===== src/verilog/limit_pkg.sv =====
package limit_pkg;

  // ---------------------------------------------------------------------------
  // Timing
  // ---------------------------------------------------------------------------
  localparam int CLK_HZ          = 50_000_000;
  localparam int TICK_MS         = 1;
  localparam int TICK_CYCLES     = CLK_HZ / 1000 * TICK_MS;
  localparam int BASE_BAUD_BPS   = 600;
  localparam int BASE_BIT_CYCLES = CLK_HZ / BASE_BAUD_BPS;
  localparam int BAUD_SEL_MAX    = 6;
  localparam int FRAME_BITS      = 10;
  localparam int NUM_ALARMS      = 3;

  // ---------------------------------------------------------------------------
  // Register byte offsets
  // ---------------------------------------------------------------------------
  localparam logic [7:0] CTRL_OFF        = 8'h00;
  localparam logic [7:0] SETPOINT_OFF    = 8'h04;
  localparam logic [7:0] LIVE_OFF        = 8'h08;
  localparam logic [7:0] IRQ_STATUS_OFF  = 8'h0c;
  localparam logic [7:0] IRQ_MASK_OFF    = 8'h10;
  localparam logic [7:0] EXCEED_TIME_OFF = 8'h14;
  localparam logic [7:0] MAX_PV_OFF      = 8'h18;
  localparam logic [7:0] ALARM_RESET_OFF = 8'h1c;
  localparam logic [7:0] ALARM_BASE      = 8'h20;
  localparam logic [7:0] ALARM_STRIDE    = 8'h10;
  localparam logic [7:0] ALARM_CFG_OFF   = 8'h00;
  localparam logic [7:0] ALARM_SP_OFF    = 8'h04;
  localparam logic [7:0] ALARM_HYST_OFF  = 8'h08;
  localparam logic [7:0] ALARM_DLY_OFF   = 8'h0c;
  localparam logic [7:0] UART_TX_OFF     = 8'h50;
  localparam logic [7:0] UART_RX_OFF     = 8'h54;

  // ---------------------------------------------------------------------------
  // Field positions
  // ---------------------------------------------------------------------------
  localparam int CTRL_LOW_BIT     = 0;
  localparam int CTRL_SRC_BIT     = 1;
  localparam int CTRL_BAUD_LSB    = 2;
  localparam int ACFG_EN_BIT      = 0;
  localparam int ACFG_LOW_BIT     = 1;
  localparam int ACFG_STBY_BIT    = 2;
  localparam int ACFG_LATCH_BIT   = 3;
  localparam int IRQ_TRIP_BIT     = 0;
  localparam int IRQ_NORMAL_BIT   = 1;
  localparam int IRQ_ALARM_LSB    = 2;
  localparam int IRQ_TX_DONE_BIT  = 5;
  localparam int IRQ_RX_BYTE_BIT  = 6;
  localparam int IRQ_RX_FERR_BIT  = 7;

  // ---------------------------------------------------------------------------
  // Reset values
  // ---------------------------------------------------------------------------
  localparam logic [2:0]  BAUD_SEL_RST = 3'h4;
  localparam logic [15:0] SETPOINT_RST = 16'h0000;
  localparam logic        TRIP_RST     = 1'b1;
  localparam logic [7:0]  IRQ_MASK_RST = 8'h00;

  // ---------------------------------------------------------------------------
  // Types
  // ---------------------------------------------------------------------------
  typedef struct packed {
    logic        wr;
    logic        rd;
    logic [7:0]  addr;
    logic [31:0] wdata;
  } bus_req_t;

  typedef struct packed {
    logic              enable;
    logic              low;
    logic              standby;
    logic              latch;
    logic signed [15:0] sp;
    logic [15:0]       hyst;
    logic [15:0]       on_dly;
    logic [15:0]       off_dly;
  } alarm_cfg_t;

  typedef struct packed {
    logic        state;
    logic        armed;
    logic        latched;
    logic        out;
    logic [15:0] dly_cnt;
  } alarm_st_t;

endpackage

===== src/verilog/latching_limit_controller.sv =====
// Function
// - High or low limit, one setpoint.
// - Beyond setpoint: exceed on, trip set, relay off.
// - Back to normal clears exceed, trip stays.
// - Trip clears only on operator confirm, or at restart with restart select set and pv not beyond.
// - Confirm from key or contact, selectable.
// - Confirm ignored while still beyond setpoint.
// - Relay de-energised whenever trip is set.
// - Contact confirm uses first contact input only.
// - Three alarms: standby, latch, hysteresis, delays.
// - Accumulate exceed time; retain maximum value.
// - Half-duplex async serial, 600 to 38400 bps.
// - Restart select decides power-on trip state.
//
// The implementer's own choices: the strobed register port and the placing of the registers.
`timescale 1ns/1ps

module latching_limit_controller #(
  parameter int TICK_CYCLES     = limit_pkg::TICK_CYCLES,
  parameter int BASE_BIT_CYCLES = limit_pkg::BASE_BIT_CYCLES
) (
  input  wire logic                     mclk,
  input  wire logic                     reset,
  input  wire limit_pkg::bus_req_t      bus_req,
  output logic [31:0]                   bus_rdata,
  input  wire logic signed [15:0]       pv,
  input  wire logic                     power_on_restart_select,
  input  wire logic                     confirm_key,
  input  wire logic                     first_contact_input,
  input  wire logic                     rs485_rx,
  output logic                          rs485_tx,
  output logic                          rs485_de,
  output logic                          exceed_lamp,
  output logic                          trip_lamp,
  output logic                          relay_energise,
  output logic [limit_pkg::NUM_ALARMS-1:0] alarm_out,
  output logic                          irq
);

  typedef struct packed {
    logic                    first;
    logic                    trip;
    logic                    exceed;
    logic                    relay;
    logic                    low_mode;
    logic                    confirm_source_select;
    logic [2:0]              baud_sel;
    logic signed [15:0]      sp;
    logic [2:0]              key_sync;
    logic [2:0]              ctc_sync;
    logic [1:0]              rx_sync;
    logic [15:0]             tick_cnt;
    logic [31:0]             exceed_time;
    logic signed [15:0]      max_pv;
    logic                    max_valid;
    logic [7:0]              irq_status;
    logic [7:0]              irq_mask;
    limit_pkg::alarm_cfg_t [limit_pkg::NUM_ALARMS-1:0] acfg;
    limit_pkg::alarm_st_t  [limit_pkg::NUM_ALARMS-1:0] ast;
    logic                    tx_busy;
    logic [9:0]              tx_shift;
    logic [3:0]              tx_bits;
    logic [16:0]             tx_cnt;
    logic                    tx_out;
    logic                    tx_de;
    logic                    rx_busy;
    logic [3:0]              rx_bits;
    logic [16:0]             rx_cnt;
    logic [7:0]              rx_shift;
    logic [7:0]              rx_data;
    logic                    rx_valid;
    logic [31:0]             rdata;
  } state_t;

  state_t s_q;
  state_t s_d;

  // ---------------------------------------------------------------------------
  // Helpers
  // ---------------------------------------------------------------------------
  function automatic logic beyond(input logic signed [17:0] v, input logic signed [17:0] lim,
                                  input logic low);
    return low ? (v < lim) : (v > lim);
  endfunction

  function automatic logic [16:0] bit_cycles(input logic [2:0] sel);
    logic [16:0] base;
    base = 17'(BASE_BIT_CYCLES);
    if (sel > 3'(limit_pkg::BAUD_SEL_MAX))
      return base >> limit_pkg::BAUD_SEL_MAX;
    return base >> sel;
  endfunction

  function automatic logic [7:0] alarm_addr(input int idx, input logic [7:0] off);
    return 8'(limit_pkg::ALARM_BASE + 8'(idx) * limit_pkg::ALARM_STRIDE + off);
  endfunction

  // ---------------------------------------------------------------------------
  // Next state
  // ---------------------------------------------------------------------------
  always_comb
  begin
    logic                    tick;
    logic                    beyond_now;
    logic                    confirm_edge;
    logic [7:0]              ev;
    logic [7:0]              w1c;
    logic [31:0]             rd_val;
    logic signed [17:0]      lim;
    logic                    cond;
    logic [15:0]             dly;
    logic                    wr;
    logic                    rd;
    logic [16:0]             period;
    tick         = 1'b0;
    beyond_now   = 1'b0;
    confirm_edge = 1'b0;
    ev           = 8'h00;
    w1c          = 8'h00;
    rd_val       = 32'h0000_0000;
    lim          = 18'sh00000;
    cond         = 1'b0;
    dly          = 16'h0000;
    wr           = bus_req.wr;
    rd           = bus_req.rd;
    period       = bit_cycles(s_q.baud_sel);
    s_d          = s_q;

    // Pin synchronisers
    s_d.key_sync = {s_q.key_sync[1:0], confirm_key};
    s_d.ctc_sync = {s_q.ctc_sync[1:0], first_contact_input};
    s_d.rx_sync  = {s_q.rx_sync[0], rs485_rx};

    // Millisecond tick
    if (s_q.tick_cnt == 16'(TICK_CYCLES - 1))
    begin
      tick       = 1'b1;
      s_d.tick_cnt = 16'h0000;
    end
    else
      s_d.tick_cnt = s_q.tick_cnt + 16'h0001;

    // Limit supervision
    beyond_now = beyond(18'(pv), 18'(s_q.sp), s_q.low_mode);
    s_d.exceed = beyond_now;
    if (s_q.confirm_source_select)
      confirm_edge = s_q.ctc_sync[1] & ~s_q.ctc_sync[2];
    else
      confirm_edge = s_q.key_sync[1] & ~s_q.key_sync[2];
    s_d.first = 1'b0;
    if (s_q.first)
      s_d.trip = (power_on_restart_select == 1'b0) ? 1'b1 : beyond_now;
    else if (beyond_now)
      s_d.trip = 1'b1;
    else if (confirm_edge)
      s_d.trip = 1'b0;
    s_d.relay = ~s_d.trip;
    ev[limit_pkg::IRQ_TRIP_BIT]   = s_d.trip & ~s_q.trip;
    ev[limit_pkg::IRQ_NORMAL_BIT] = s_q.exceed & ~beyond_now;

    // Exceed time and maximum value
    if (wr && bus_req.addr == limit_pkg::EXCEED_TIME_OFF)
      s_d.exceed_time = 32'h0000_0000;
    if (s_q.exceed && tick)
      s_d.exceed_time = s_d.exceed_time + 32'h0000_0001;
    if (wr && bus_req.addr == limit_pkg::MAX_PV_OFF)
      s_d.max_valid = 1'b0;
    else if (!s_q.max_valid || pv > s_q.max_pv)
    begin
      s_d.max_pv    = pv;
      s_d.max_valid = 1'b1;
    end

    // Alarms
    for (int i = 0; i < limit_pkg::NUM_ALARMS; i++)
    begin
      if (s_q.ast[i].state)
        lim = s_q.acfg[i].low ? 18'(s_q.acfg[i].sp) + $signed({2'b00, s_q.acfg[i].hyst})
                              : 18'(s_q.acfg[i].sp) - $signed({2'b00, s_q.acfg[i].hyst});
      else
        lim = 18'(s_q.acfg[i].sp);
      cond = s_q.acfg[i].enable & beyond(18'(pv), lim, s_q.acfg[i].low);
      dly  = cond ? s_q.acfg[i].on_dly : s_q.acfg[i].off_dly;
      if (cond == s_q.ast[i].state)
        s_d.ast[i].dly_cnt = 16'h0000;
      else if (s_q.ast[i].dly_cnt >= dly)
      begin
        s_d.ast[i].state   = cond;
        s_d.ast[i].dly_cnt = 16'h0000;
      end
      else if (tick)
        s_d.ast[i].dly_cnt = s_q.ast[i].dly_cnt + 16'h0001;
      if (!s_q.acfg[i].standby || !s_q.ast[i].state)
        s_d.ast[i].armed = 1'b1;
      if (wr && bus_req.addr == limit_pkg::ALARM_RESET_OFF && bus_req.wdata[i])
        s_d.ast[i].latched = 1'b0;
      if (s_q.acfg[i].latch && s_q.ast[i].state && s_q.ast[i].armed)
        s_d.ast[i].latched = 1'b1;
      s_d.ast[i].out = s_q.ast[i].armed &
                       (s_q.acfg[i].latch ? (s_q.ast[i].latched | s_q.ast[i].state) : s_q.ast[i].state);
      ev[limit_pkg::IRQ_ALARM_LSB + i] = s_d.ast[i].out & ~s_q.ast[i].out;
      if (wr && bus_req.addr == alarm_addr(i, limit_pkg::ALARM_CFG_OFF))
      begin
        s_d.acfg[i].enable  = bus_req.wdata[limit_pkg::ACFG_EN_BIT];
        s_d.acfg[i].low     = bus_req.wdata[limit_pkg::ACFG_LOW_BIT];
        s_d.acfg[i].standby = bus_req.wdata[limit_pkg::ACFG_STBY_BIT];
        s_d.acfg[i].latch   = bus_req.wdata[limit_pkg::ACFG_LATCH_BIT];
        s_d.ast[i].armed    = ~bus_req.wdata[limit_pkg::ACFG_STBY_BIT];
      end
      if (wr && bus_req.addr == alarm_addr(i, limit_pkg::ALARM_SP_OFF))
        s_d.acfg[i].sp = bus_req.wdata[15:0];
      if (wr && bus_req.addr == alarm_addr(i, limit_pkg::ALARM_HYST_OFF))
        s_d.acfg[i].hyst = bus_req.wdata[15:0];
      if (wr && bus_req.addr == alarm_addr(i, limit_pkg::ALARM_DLY_OFF))
      begin
        s_d.acfg[i].on_dly  = bus_req.wdata[15:0];
        s_d.acfg[i].off_dly = bus_req.wdata[31:16];
      end
      if (bus_req.addr == alarm_addr(i, limit_pkg::ALARM_CFG_OFF))
        rd_val = {28'h0000000, s_q.acfg[i].latch, s_q.acfg[i].standby, s_q.acfg[i].low, s_q.acfg[i].enable};
      if (bus_req.addr == alarm_addr(i, limit_pkg::ALARM_SP_OFF))
        rd_val = {16'h0000, s_q.acfg[i].sp};
      if (bus_req.addr == alarm_addr(i, limit_pkg::ALARM_HYST_OFF))
        rd_val = {16'h0000, s_q.acfg[i].hyst};
      if (bus_req.addr == alarm_addr(i, limit_pkg::ALARM_DLY_OFF))
        rd_val = {s_q.acfg[i].off_dly, s_q.acfg[i].on_dly};
    end

    // Serial transmitter, drives the line only while busy
    if (s_q.tx_busy)
    begin
      if (s_q.tx_cnt == 17'h00000)
      begin
        if (s_q.tx_bits == 4'h1)
        begin
          s_d.tx_busy = 1'b0;
          ev[limit_pkg::IRQ_TX_DONE_BIT] = 1'b1;
        end
        else
        begin
          s_d.tx_shift = {1'b1, s_q.tx_shift[9:1]};
          s_d.tx_bits  = s_q.tx_bits - 4'h1;
          s_d.tx_cnt   = period - 17'h00001;
        end
      end
      else
        s_d.tx_cnt = s_q.tx_cnt - 17'h00001;
    end
    else if (wr && bus_req.addr == limit_pkg::UART_TX_OFF)
    begin
      s_d.tx_busy  = 1'b1;
      s_d.tx_shift = {1'b1, bus_req.wdata[7:0], 1'b0};
      s_d.tx_bits  = 4'(limit_pkg::FRAME_BITS);
      s_d.tx_cnt   = period - 17'h00001;
    end
    s_d.tx_out = ~s_d.tx_busy | s_d.tx_shift[0];
    s_d.tx_de  = s_d.tx_busy;

    // Serial receiver, deaf while transmitting
    if (rd && bus_req.addr == limit_pkg::UART_RX_OFF)
      s_d.rx_valid = 1'b0;
    if (!s_q.rx_busy)
    begin
      if (!s_q.tx_busy && !s_q.rx_sync[1])
      begin
        s_d.rx_busy = 1'b1;
        s_d.rx_bits = 4'h0;
        s_d.rx_cnt  = (period >> 1) - 17'h00001;
      end
    end
    else if (s_q.rx_cnt != 17'h00000)
      s_d.rx_cnt = s_q.rx_cnt - 17'h00001;
    else if (s_q.rx_bits == 4'h0)
    begin
      s_d.rx_busy = ~s_q.rx_sync[1];
      s_d.rx_bits = 4'h1;
      s_d.rx_cnt  = period - 17'h00001;
    end
    else if (s_q.rx_bits != 4'(limit_pkg::FRAME_BITS - 1))
    begin
      s_d.rx_shift = {s_q.rx_sync[1], s_q.rx_shift[7:1]};
      s_d.rx_bits  = s_q.rx_bits + 4'h1;
      s_d.rx_cnt   = period - 17'h00001;
    end
    else
    begin
      s_d.rx_busy = 1'b0;
      if (s_q.rx_sync[1])
      begin
        s_d.rx_data  = s_q.rx_shift;
        s_d.rx_valid = 1'b1;
        ev[limit_pkg::IRQ_RX_BYTE_BIT] = 1'b1;
      end
      else
        ev[limit_pkg::IRQ_RX_FERR_BIT] = 1'b1;
    end

    // Register writes
    if (wr)
    begin
      unique case (bus_req.addr)
        limit_pkg::CTRL_OFF:
        begin
          s_d.low_mode              = bus_req.wdata[limit_pkg::CTRL_LOW_BIT];
          s_d.confirm_source_select = bus_req.wdata[limit_pkg::CTRL_SRC_BIT];
          s_d.baud_sel              = bus_req.wdata[limit_pkg::CTRL_BAUD_LSB +: 3];
        end
        limit_pkg::SETPOINT_OFF:   s_d.sp       = bus_req.wdata[15:0];
        limit_pkg::IRQ_STATUS_OFF: w1c          = bus_req.wdata[7:0];
        limit_pkg::IRQ_MASK_OFF:   s_d.irq_mask = bus_req.wdata[7:0];
        default: ;
      endcase
    end
    s_d.irq_status = (s_q.irq_status & ~w1c) | ev;

    // Register reads, data valid in the following cycle only
    unique case (bus_req.addr)
      limit_pkg::CTRL_OFF:
        rd_val = {27'h0000000, s_q.baud_sel, s_q.confirm_source_select, s_q.low_mode};
      limit_pkg::SETPOINT_OFF:    rd_val = {16'h0000, s_q.sp};
      limit_pkg::LIVE_OFF:
        rd_val = {24'h000000, s_q.rx_valid, s_q.tx_busy, s_q.ast[2].out, s_q.ast[1].out, s_q.ast[0].out,
                  s_q.relay, s_q.trip, s_q.exceed};
      limit_pkg::IRQ_STATUS_OFF:  rd_val = {24'h000000, s_q.irq_status};
      limit_pkg::IRQ_MASK_OFF:    rd_val = {24'h000000, s_q.irq_mask};
      limit_pkg::EXCEED_TIME_OFF: rd_val = s_q.exceed_time;
      limit_pkg::MAX_PV_OFF:      rd_val = {{16{s_q.max_pv[15]}}, s_q.max_pv};
      limit_pkg::UART_RX_OFF:     rd_val = {23'h000000, s_q.rx_valid, s_q.rx_data};
      default: ;
    endcase
    s_d.rdata = rd ? rd_val : 32'h0000_0000;
  end

  // ---------------------------------------------------------------------------
  // State register
  // ---------------------------------------------------------------------------
  always_ff @(posedge mclk)
  begin
    if (reset)
    begin
      s_q          <= '0;
      s_q.first    <= 1'b1;
      s_q.trip     <= limit_pkg::TRIP_RST;
      s_q.baud_sel <= limit_pkg::BAUD_SEL_RST;
      s_q.sp       <= limit_pkg::SETPOINT_RST;
      s_q.irq_mask <= limit_pkg::IRQ_MASK_RST;
      s_q.key_sync <= 3'h7;
      s_q.ctc_sync <= 3'h7;
      s_q.rx_sync  <= 2'h3;
      s_q.tx_out   <= 1'b1;
    end
    else
      s_q <= s_d;
  end

  always_comb
  begin
    bus_rdata      = s_q.rdata;
    rs485_tx       = s_q.tx_out;
    rs485_de       = s_q.tx_de;
    exceed_lamp    = s_q.exceed;
    trip_lamp      = s_q.trip;
    relay_energise = s_q.relay;
    for (int i = 0; i < limit_pkg::NUM_ALARMS; i++)
      alarm_out[i] = s_q.ast[i].out;
    irq = |(s_q.irq_status & s_q.irq_mask);
  end

endmodule


===== config.mk =====
export PLATFORM = sky130hd
export DESIGN_NAME = latching_limit_controller
export DESIGN_NICKNAME = d
export VERILOG_FILES = /design/src/verilog/limit_pkg.sv /design/src/verilog/latching_limit_controller.sv
export SDC_FILE = /design/constraint.sdc
export NUM_CORES = 2
export LEC_CHECK = 0
export BUFFER_PORTS_ARGS = -buffer_cell sky130_fd_sc_hd__buf_2
export CAP_MARGIN = 20
export CORE_ASPECT_RATIO = 0.7
export CORE_MARGIN = 3
export CORE_UTILIZATION = 23
export CTS_BUF_LIST = sky130_fd_sc_hd__clkbuf_4 sky130_fd_sc_hd__clkbuf_8
export CTS_CLUSTER_DIAMETER = 40
export DETAILED_ROUTE_END_ITERATION = 10
export PLACE_DENSITY = 0.39
export SLEW_MARGIN = 5
export SYNTH_ARGS = -nofsm -noshare
export SYNTH_HDL_FRONTEND = slang
export SYNTH_SLANG_ARGS = --single-unit
export TNS_END_PERCENT = 30

===== constraint.sdc =====
create_clock -name mclk -period 9.9 [get_ports mclk]
set_input_delay 1.485 -clock mclk [delete_from_list [all_inputs] [get_ports mclk]]
set_output_delay 1.485 -clock mclk [all_outputs]
set_load 0.005 [all_outputs]

# --- After elaboration in Yosys (flattened, before gate mapping) ---
# Index checks and enable logic that the tools add are counted.
op_classes:
  order_cmp: 13
  shift: 1
  n_addsub: 17
  n_mux: 120
  bitwise: 40
  n_eq_ne: 33
  reduce_logical: 73
ops:
  columns: ["cell", "n"]
  rows:
  - ["32-bit 2-to-1 mux", 18]
  - ["483-bit 2-to-1 mux", 1]
  - ["16-bit 2-to-1 mux", 22]
  - ["32-bit case mux with 8 select lines", 1]
  - ["17-bit 2-to-1 mux", 8]
  - ["18-bit 2-to-1 mux", 6]
  - ["22-bit 2-to-1 mux", 3]
  - ["16-bit by 1-bit adder with 16-bit output (second input constant)", 4]
  - ["8-bit by 6-bit equality test with 1-bit output (second input constant)", 8]
  - ["16-bit by 17-bit adder with 18-bit output", 3]
  - ["16-bit by 18-bit greater-than comparator with 1-bit output", 3]
  - ["16-bit by 18-bit < comparator with 1-bit output", 3]
  - ["16-bit by 17-bit subtractor with 18-bit output", 3]
  - ["17-bit by 1-bit subtractor with 17-bit output (second input constant)", 3]
  - ["8-bit by 7-bit equality test with 1-bit output (second input constant)", 6]
  - ["16-bit greater-or-equal comparator", 3]
  - ["1-bit 2-to-1 mux", 41]
  - ["32-bit by 1-bit adder with 32-bit output (second input constant)", 1]
  - ["8-bit by 5-bit equality test with 1-bit output (second input constant)", 4]
  - ["16-bit greater-than comparator", 2]
  - ["8-bit 2-to-1 mux", 4]
  - ["31-bit 2-to-1 mux", 1]
  - ["29-bit 2-to-1 mux", 1]
  - ["1-bit logical AND", 28]
  - ["43 further kinds", 120]
totals:
  input_bits: 64
  word_cells: 366
  output_inout_bits: 41
  reg_bits: 482

# --- Longest topological paths before layout ---
depth:
  word_depth: 16
  ltp_mapped: 35
  ltp_nobuf: 33

# --- Worst setup path before layout ---
# OpenSTA, ideal clock, no wires.
synth_path:
  path_type: "flip-flop to flip-flop"
  startpoint: "register s_q[335] (netlist bit)"
  endpoint: "register s_q[150] (netlist bit)"
  period_less_slack_ns: 7.421
  n_path_buf: 3
  path_stages_with_launch: 33
  arrival_ns: 7.362
  t_required_ns: 9.841
  setup_slack_ns: 2.479
  setup_ns: 0.059
  path_cell_list: "dfxtp_1 > or3_1 > nor3b_1 > nand3b_1 > nor4_1 > nor2_1 > xor2_1 > ha_1 > or4b_2 > a2111oi_0 > nor3_1 > a41oi_1 > o311ai_0 > xnor2_1 > ha_1 > nand2b_1 > nor4_1 > o21ai_0 > o221ai_1 > mux2_2 > and2_1 > buf_2 > buf_2 > mux2i_1 > ha_1 > a21o_1 > a21o_1 > a21o_1 > a2111oi_0 > o21bai_1 > nor3_1 > clkbuf_1 > o211a_1"
synth_between:
  elab_chain_len: 9
  word_cells_on_any_way: 12
  classes_between: "2 x add/sub; 3 x order compare; 1 x eq/ne; 4 x mux; 1 x bitwise; 1 x reduce/logical"
synth_lines:
  columns: ["element", "line", "text"]
  rows:
  - ["start, declared", "latching_limit_controller.sv:75", "state_t s_q;"]
  - ["16-bit by 17-bit subtractor with 18-bit output or 16-bit by 17-bit adder with 18-bit output (tied branches)", "latching_limit_controller.sv:179, latching_limit_controller.sv:178", null]
  - ["18-bit 2-to-1 mux *", "latching_limit_controller.sv:178", "lim = s_q.acfg[i].low ? 18'(s_q.acfg[i].sp) + $signed({2'b00, s_q.acfg[i].hyst})"]
  - ["18-bit 2-to-1 mux *", "latching_limit_controller.sv:177", "if (s_q.ast[i].state)"]
  - ["16-bit by 18-bit greater-than comparator with 1-bit output or 16-bit by 18-bit < comparator with 1-bit output (tied branches)", "latching_limit_controller.sv:83", "return low ? (v < lim) : (v > lim);"]
  - ["1-bit 2-to-1 mux *", "latching_limit_controller.sv:83", null]
  - ["1-bit bitwise AND *", "latching_limit_controller.sv:182", "cond = s_q.acfg[i].enable & beyond(18'(pv), lim, s_q.acfg[i].low);"]
  - ["16-bit 2-to-1 mux", "latching_limit_controller.sv:183", "dly = cond ? s_q.acfg[i].on_dly : s_q.acfg[i].off_dly;"]
  - ["16-bit greater-or-equal comparator", "latching_limit_controller.sv:186", "else if (s_q.ast[i].dly_cnt >= dly)"]
  - ["3-bit OR reduction (no line) *", null, null]
# Mark *: on every way between the ends. The rest lies on a longest branch, timed or not.
# A chain may end at the register's enable or synchronous reset.

# --- Worst setup path after layout ---
layout_path:
  startpoint: "register s_q[268] (netlist bit)"
  endpoint: "register s_q[127] (netlist bit)"
# The elaborated chain is that of the path after synthesis.

==> flow_metrics.py <==
metrics = {
    "yosys": {
        "ys_warn_count": 0,
        "syn-cell-area_um2": 29300,
        "async_reset_ff_frac": 0,
        "synth_edf_count": 0,
        "syn_area_per_cell_um2": 7.86,
        "seq_area_frac_synth": 0.330,
        "synth_seq_cells": 482,
        "synth_nets": 4005,
        "ys.flop_type": "dfxtp_1",
        "netlist_instances": 3726,
        "yosysUniqueCellTypes": 86,
    },
    "route": {
        "drc": 0,
        "drt_iter0_drc": 2897,
        "detail-route-antenna-nets": 0,
        "routed_wl_mm": 131,
        "dr.pass1.iters": 9,
        "routedWlPerCell_um": 23.9,
        "vias": 28000,
        "drt-vias-per-instance": 5.13,
    },
    "critical_path": {
        "slowest_stage": "nand2_1",
        "cp_max_fo": 16,
        "required_ps": 10570,
        "arrival_ps": 9360,
        "cp-start-kind": "flop",
        "cp_slowest_stage_delay_ps": 720,
        "crit_type": "flop to flop",
        "cp-end-kind": "flop",
    },
    "floorplan": {
        "initial_core_util": 0.234,
        "die-area_um2": 132000,
        "core_um2": 125000,
        "die_h_um": 305,
        "fp.dieW_um": 432,
        "rows": 108,
        "ios": 105,
    },
    "clock_tree": {
        "hold_buffers": 0,
        "clockBufferDepth": 3,
        "clk_pin_slew_ps": 60,
        "cts_made_buffers": 96,
        "cts_setup_buffers": 0,
        "clk_latency_ps": 810,
        "cts_tree": "done",
        "cts_max_level": 3,
        "cts-root-buf": "clkbuf_8",
        "cts_resized": 0,
        "clock-sinks": 482,
    },
    "power": {
        "power_density_nw_per_um2": 148,
        "vdd_ir_drop_max_uv": 92.7,
        "power_leakage_nw": 12.7,
    },
    "finish": {
        "fill_cells": 13800,
        "nNetsFinal": 4001,
        "seqCellArea_um2": 9650,
        "fin_cells": 5460,
        "syn2layout_area_growth_pct": 15.0,
        "mostFrequentLayoutCells": "nand2_1 (608), dfxtp_1 (482), a21oi_1 (427), nor2_1 (270), ha_1 (212)",
        "drive_above_1_share": 0.110,
        "final_common_cell": "nand2_1",
        "final_cell_area_um2": 33700,
        "multi_input_area_um2": 18200,
    },
    "timing": {
        "finalHoldViolations": 0,
        "fmax_mhz": 115,
        "setup-violations-final": 0,
        "timing.final.ws_setup_ps": 1210,
        "min_period_over_period": 0.877,
        "rsz0062_at_grt": "false",
        "tightest_slew_ps": 1160,
        "final-max-slew-violation-count": 0,
        "tns_ps": 0,
        "fin_crit_ps": 8690,
        "maxSlewHeadroom": 0.229,
        "finalClockSkew_ps": 59.6,
    },
    "global_route": {
        "grt_max_degree": 163,
        "grt_usage": 0.193,
        "antenna_found_initial": 26,
        "grt-ovfl-total": 0,
        "grt_pass1_wl_mm": 188,
        "grt_pass1_vias": 25800,
    },
    "worst_hold_path": {
        "min_path_type": "flop to flop",
    },
    "run_status": {
        "outcome": "complete, no violations",
    },
    "place": {
        "place_area_um2": 31200,
        "dp_slack_ps": 1200,
        "dp_cells": 5273,
        "gp_congestion": 0.875,
        "dp_hpwl_mm": 96.8,
        "portBuffers": 104,
    },
    "run": {
        "maxCapViolations": 0,
    },
}
-- stage by stage --
stage	total power [mW]	utilization	hold slack (ps)
final	4.97	0.269	438
after global routing	5.15	0.269	451
after CTS	5.02	0.269	443
after detailed placement	2.41	0.250	431
after global placement	2.41	0.250	412
after floorplan	2.25	-	389
-- worst max-delay path, delay by kind of cell, from the launching register on --
kind                       cells  cell delay (ps)
muxes                          1              280
adders and majority gates      3              890
DFF                            1              380
AOI/OAI and AO/OA             16             4070
and+or+nand+nor                6             2450
xor gates and xnor gates       3              540
-- registers in the layout, summed over array words and instances, names as in the netlist --
register and count:
s_q 437, bus_rdata 32, s_d 5, alarm_out 3
exceed_lamp 1, relay_energise 1, rs485_de 1, rs485_tx 1
trip_lamp 1
-- cell usage after synthesis (16+ instances only) --
cell      count  area share
nand2_1     608       0.078
dfxtp_1     482        0.33
a21oi_1     427       0.073
nor2_1      274       0.035
ha_1        212       0.091
clkbuf_1    196       0.025
nand3_1     170       0.029
inv_1       103       0.013
xor2_1      103       0.031
xnor2_1      96       0.029
mux2i_1      89       0.030
nor3_1       88       0.015
o21ai_0      79       0.014
a22oi_1      59       0.015
a21o_1       54       0.014
and3_1       46      0.0098
nand4_1      40      0.0085
buf_4        38      0.0097
nor4_1       36      0.0077
a211oi_1     34      0.0087
a222oi_1     31       0.011
a31oi_1      28      0.0060
nand2b_1     21      0.0045
nor2b_1      20      0.0043
or3_1        20      0.0043
and2_1       19      0.0041
o211a_1      19      0.0065
a221oi_1     18      0.0054
o21a_1       18      0.0046
a22o_1       16      0.0048
o22ai_1      16      0.0034
-- final cells by class --
class | count | share of cell area
Multi-Input combinational cell | 2878 | 0.540
Sequential cell | 482 | 0.287
Tap cell | 1650 | 0.0613
Clock buffer | 134 | 0.0503
Timing Repair Buffer | 159 | 0.0290
Clock inverter | 45 | 0.0211
Inverter | 105 | 0.0117
Antenna cell | 7 | 0.000520
-- cell families (layout without fill, tap and decap cells) --
group,Yosys count,after routing,synth area share
buffers and inverters,366,443,0.0526
adder cells (fa/ha/maj),215,215,0.0926
flip-flops,482,482,0.330
XOR/XNOR,199,199,0.0595
other,0,7,0
AO/OA/AOI/OAI,935,935,0.206
AND/OR/NAND/NOR,1427,1427,0.224
multiplexers,102,102,0.0354
-- power by group --
part,leakage (nW),internal (mW),total (mW),switching [mW]
logic,7.57,0.122,0.388,0.266
registers,3.89,1.96,1.99,0.0260
clock network,1.23,1.54,2.59,1.05
-- layer usage --
layer / vias to the layer above / global-route usage / routed length [µm]
met5: - / 0 / 58
met4: 8 / 0.0440 / 2790
met3: 193 / 0.0535 / 11800
met2: 1042 / 0.255 / 49800
met1: 13500 / 0.300 / 66300
li1: 13300 / - / -
-- worst paths after layout --
| kind | slack (ps) | cells after the start | startpoint | to |
|---|---|---|---|---|
| worst max register to register | 1210 | 29 | s_q[268]$_SDFFE_PP0P_ | s_q[127]$_SDFFE_PP0N_ |
| worst min register to register | 440 | 1 | s_d[451]$_SDFF_PP1_ | s_q[451]$_SDFF_PP1_ |
| worst min-delay path | 440 | 1 | s_d[451]$_SDFF_PP1_ | s_q[451]$_SDFF_PP1_ |
| worst max-delay path | 1210 | 29 | s_q[268]$_SDFFE_PP0P_ | s_q[127]$_SDFFE_PP0N_ |
Power figures use the tool's default switching activity.
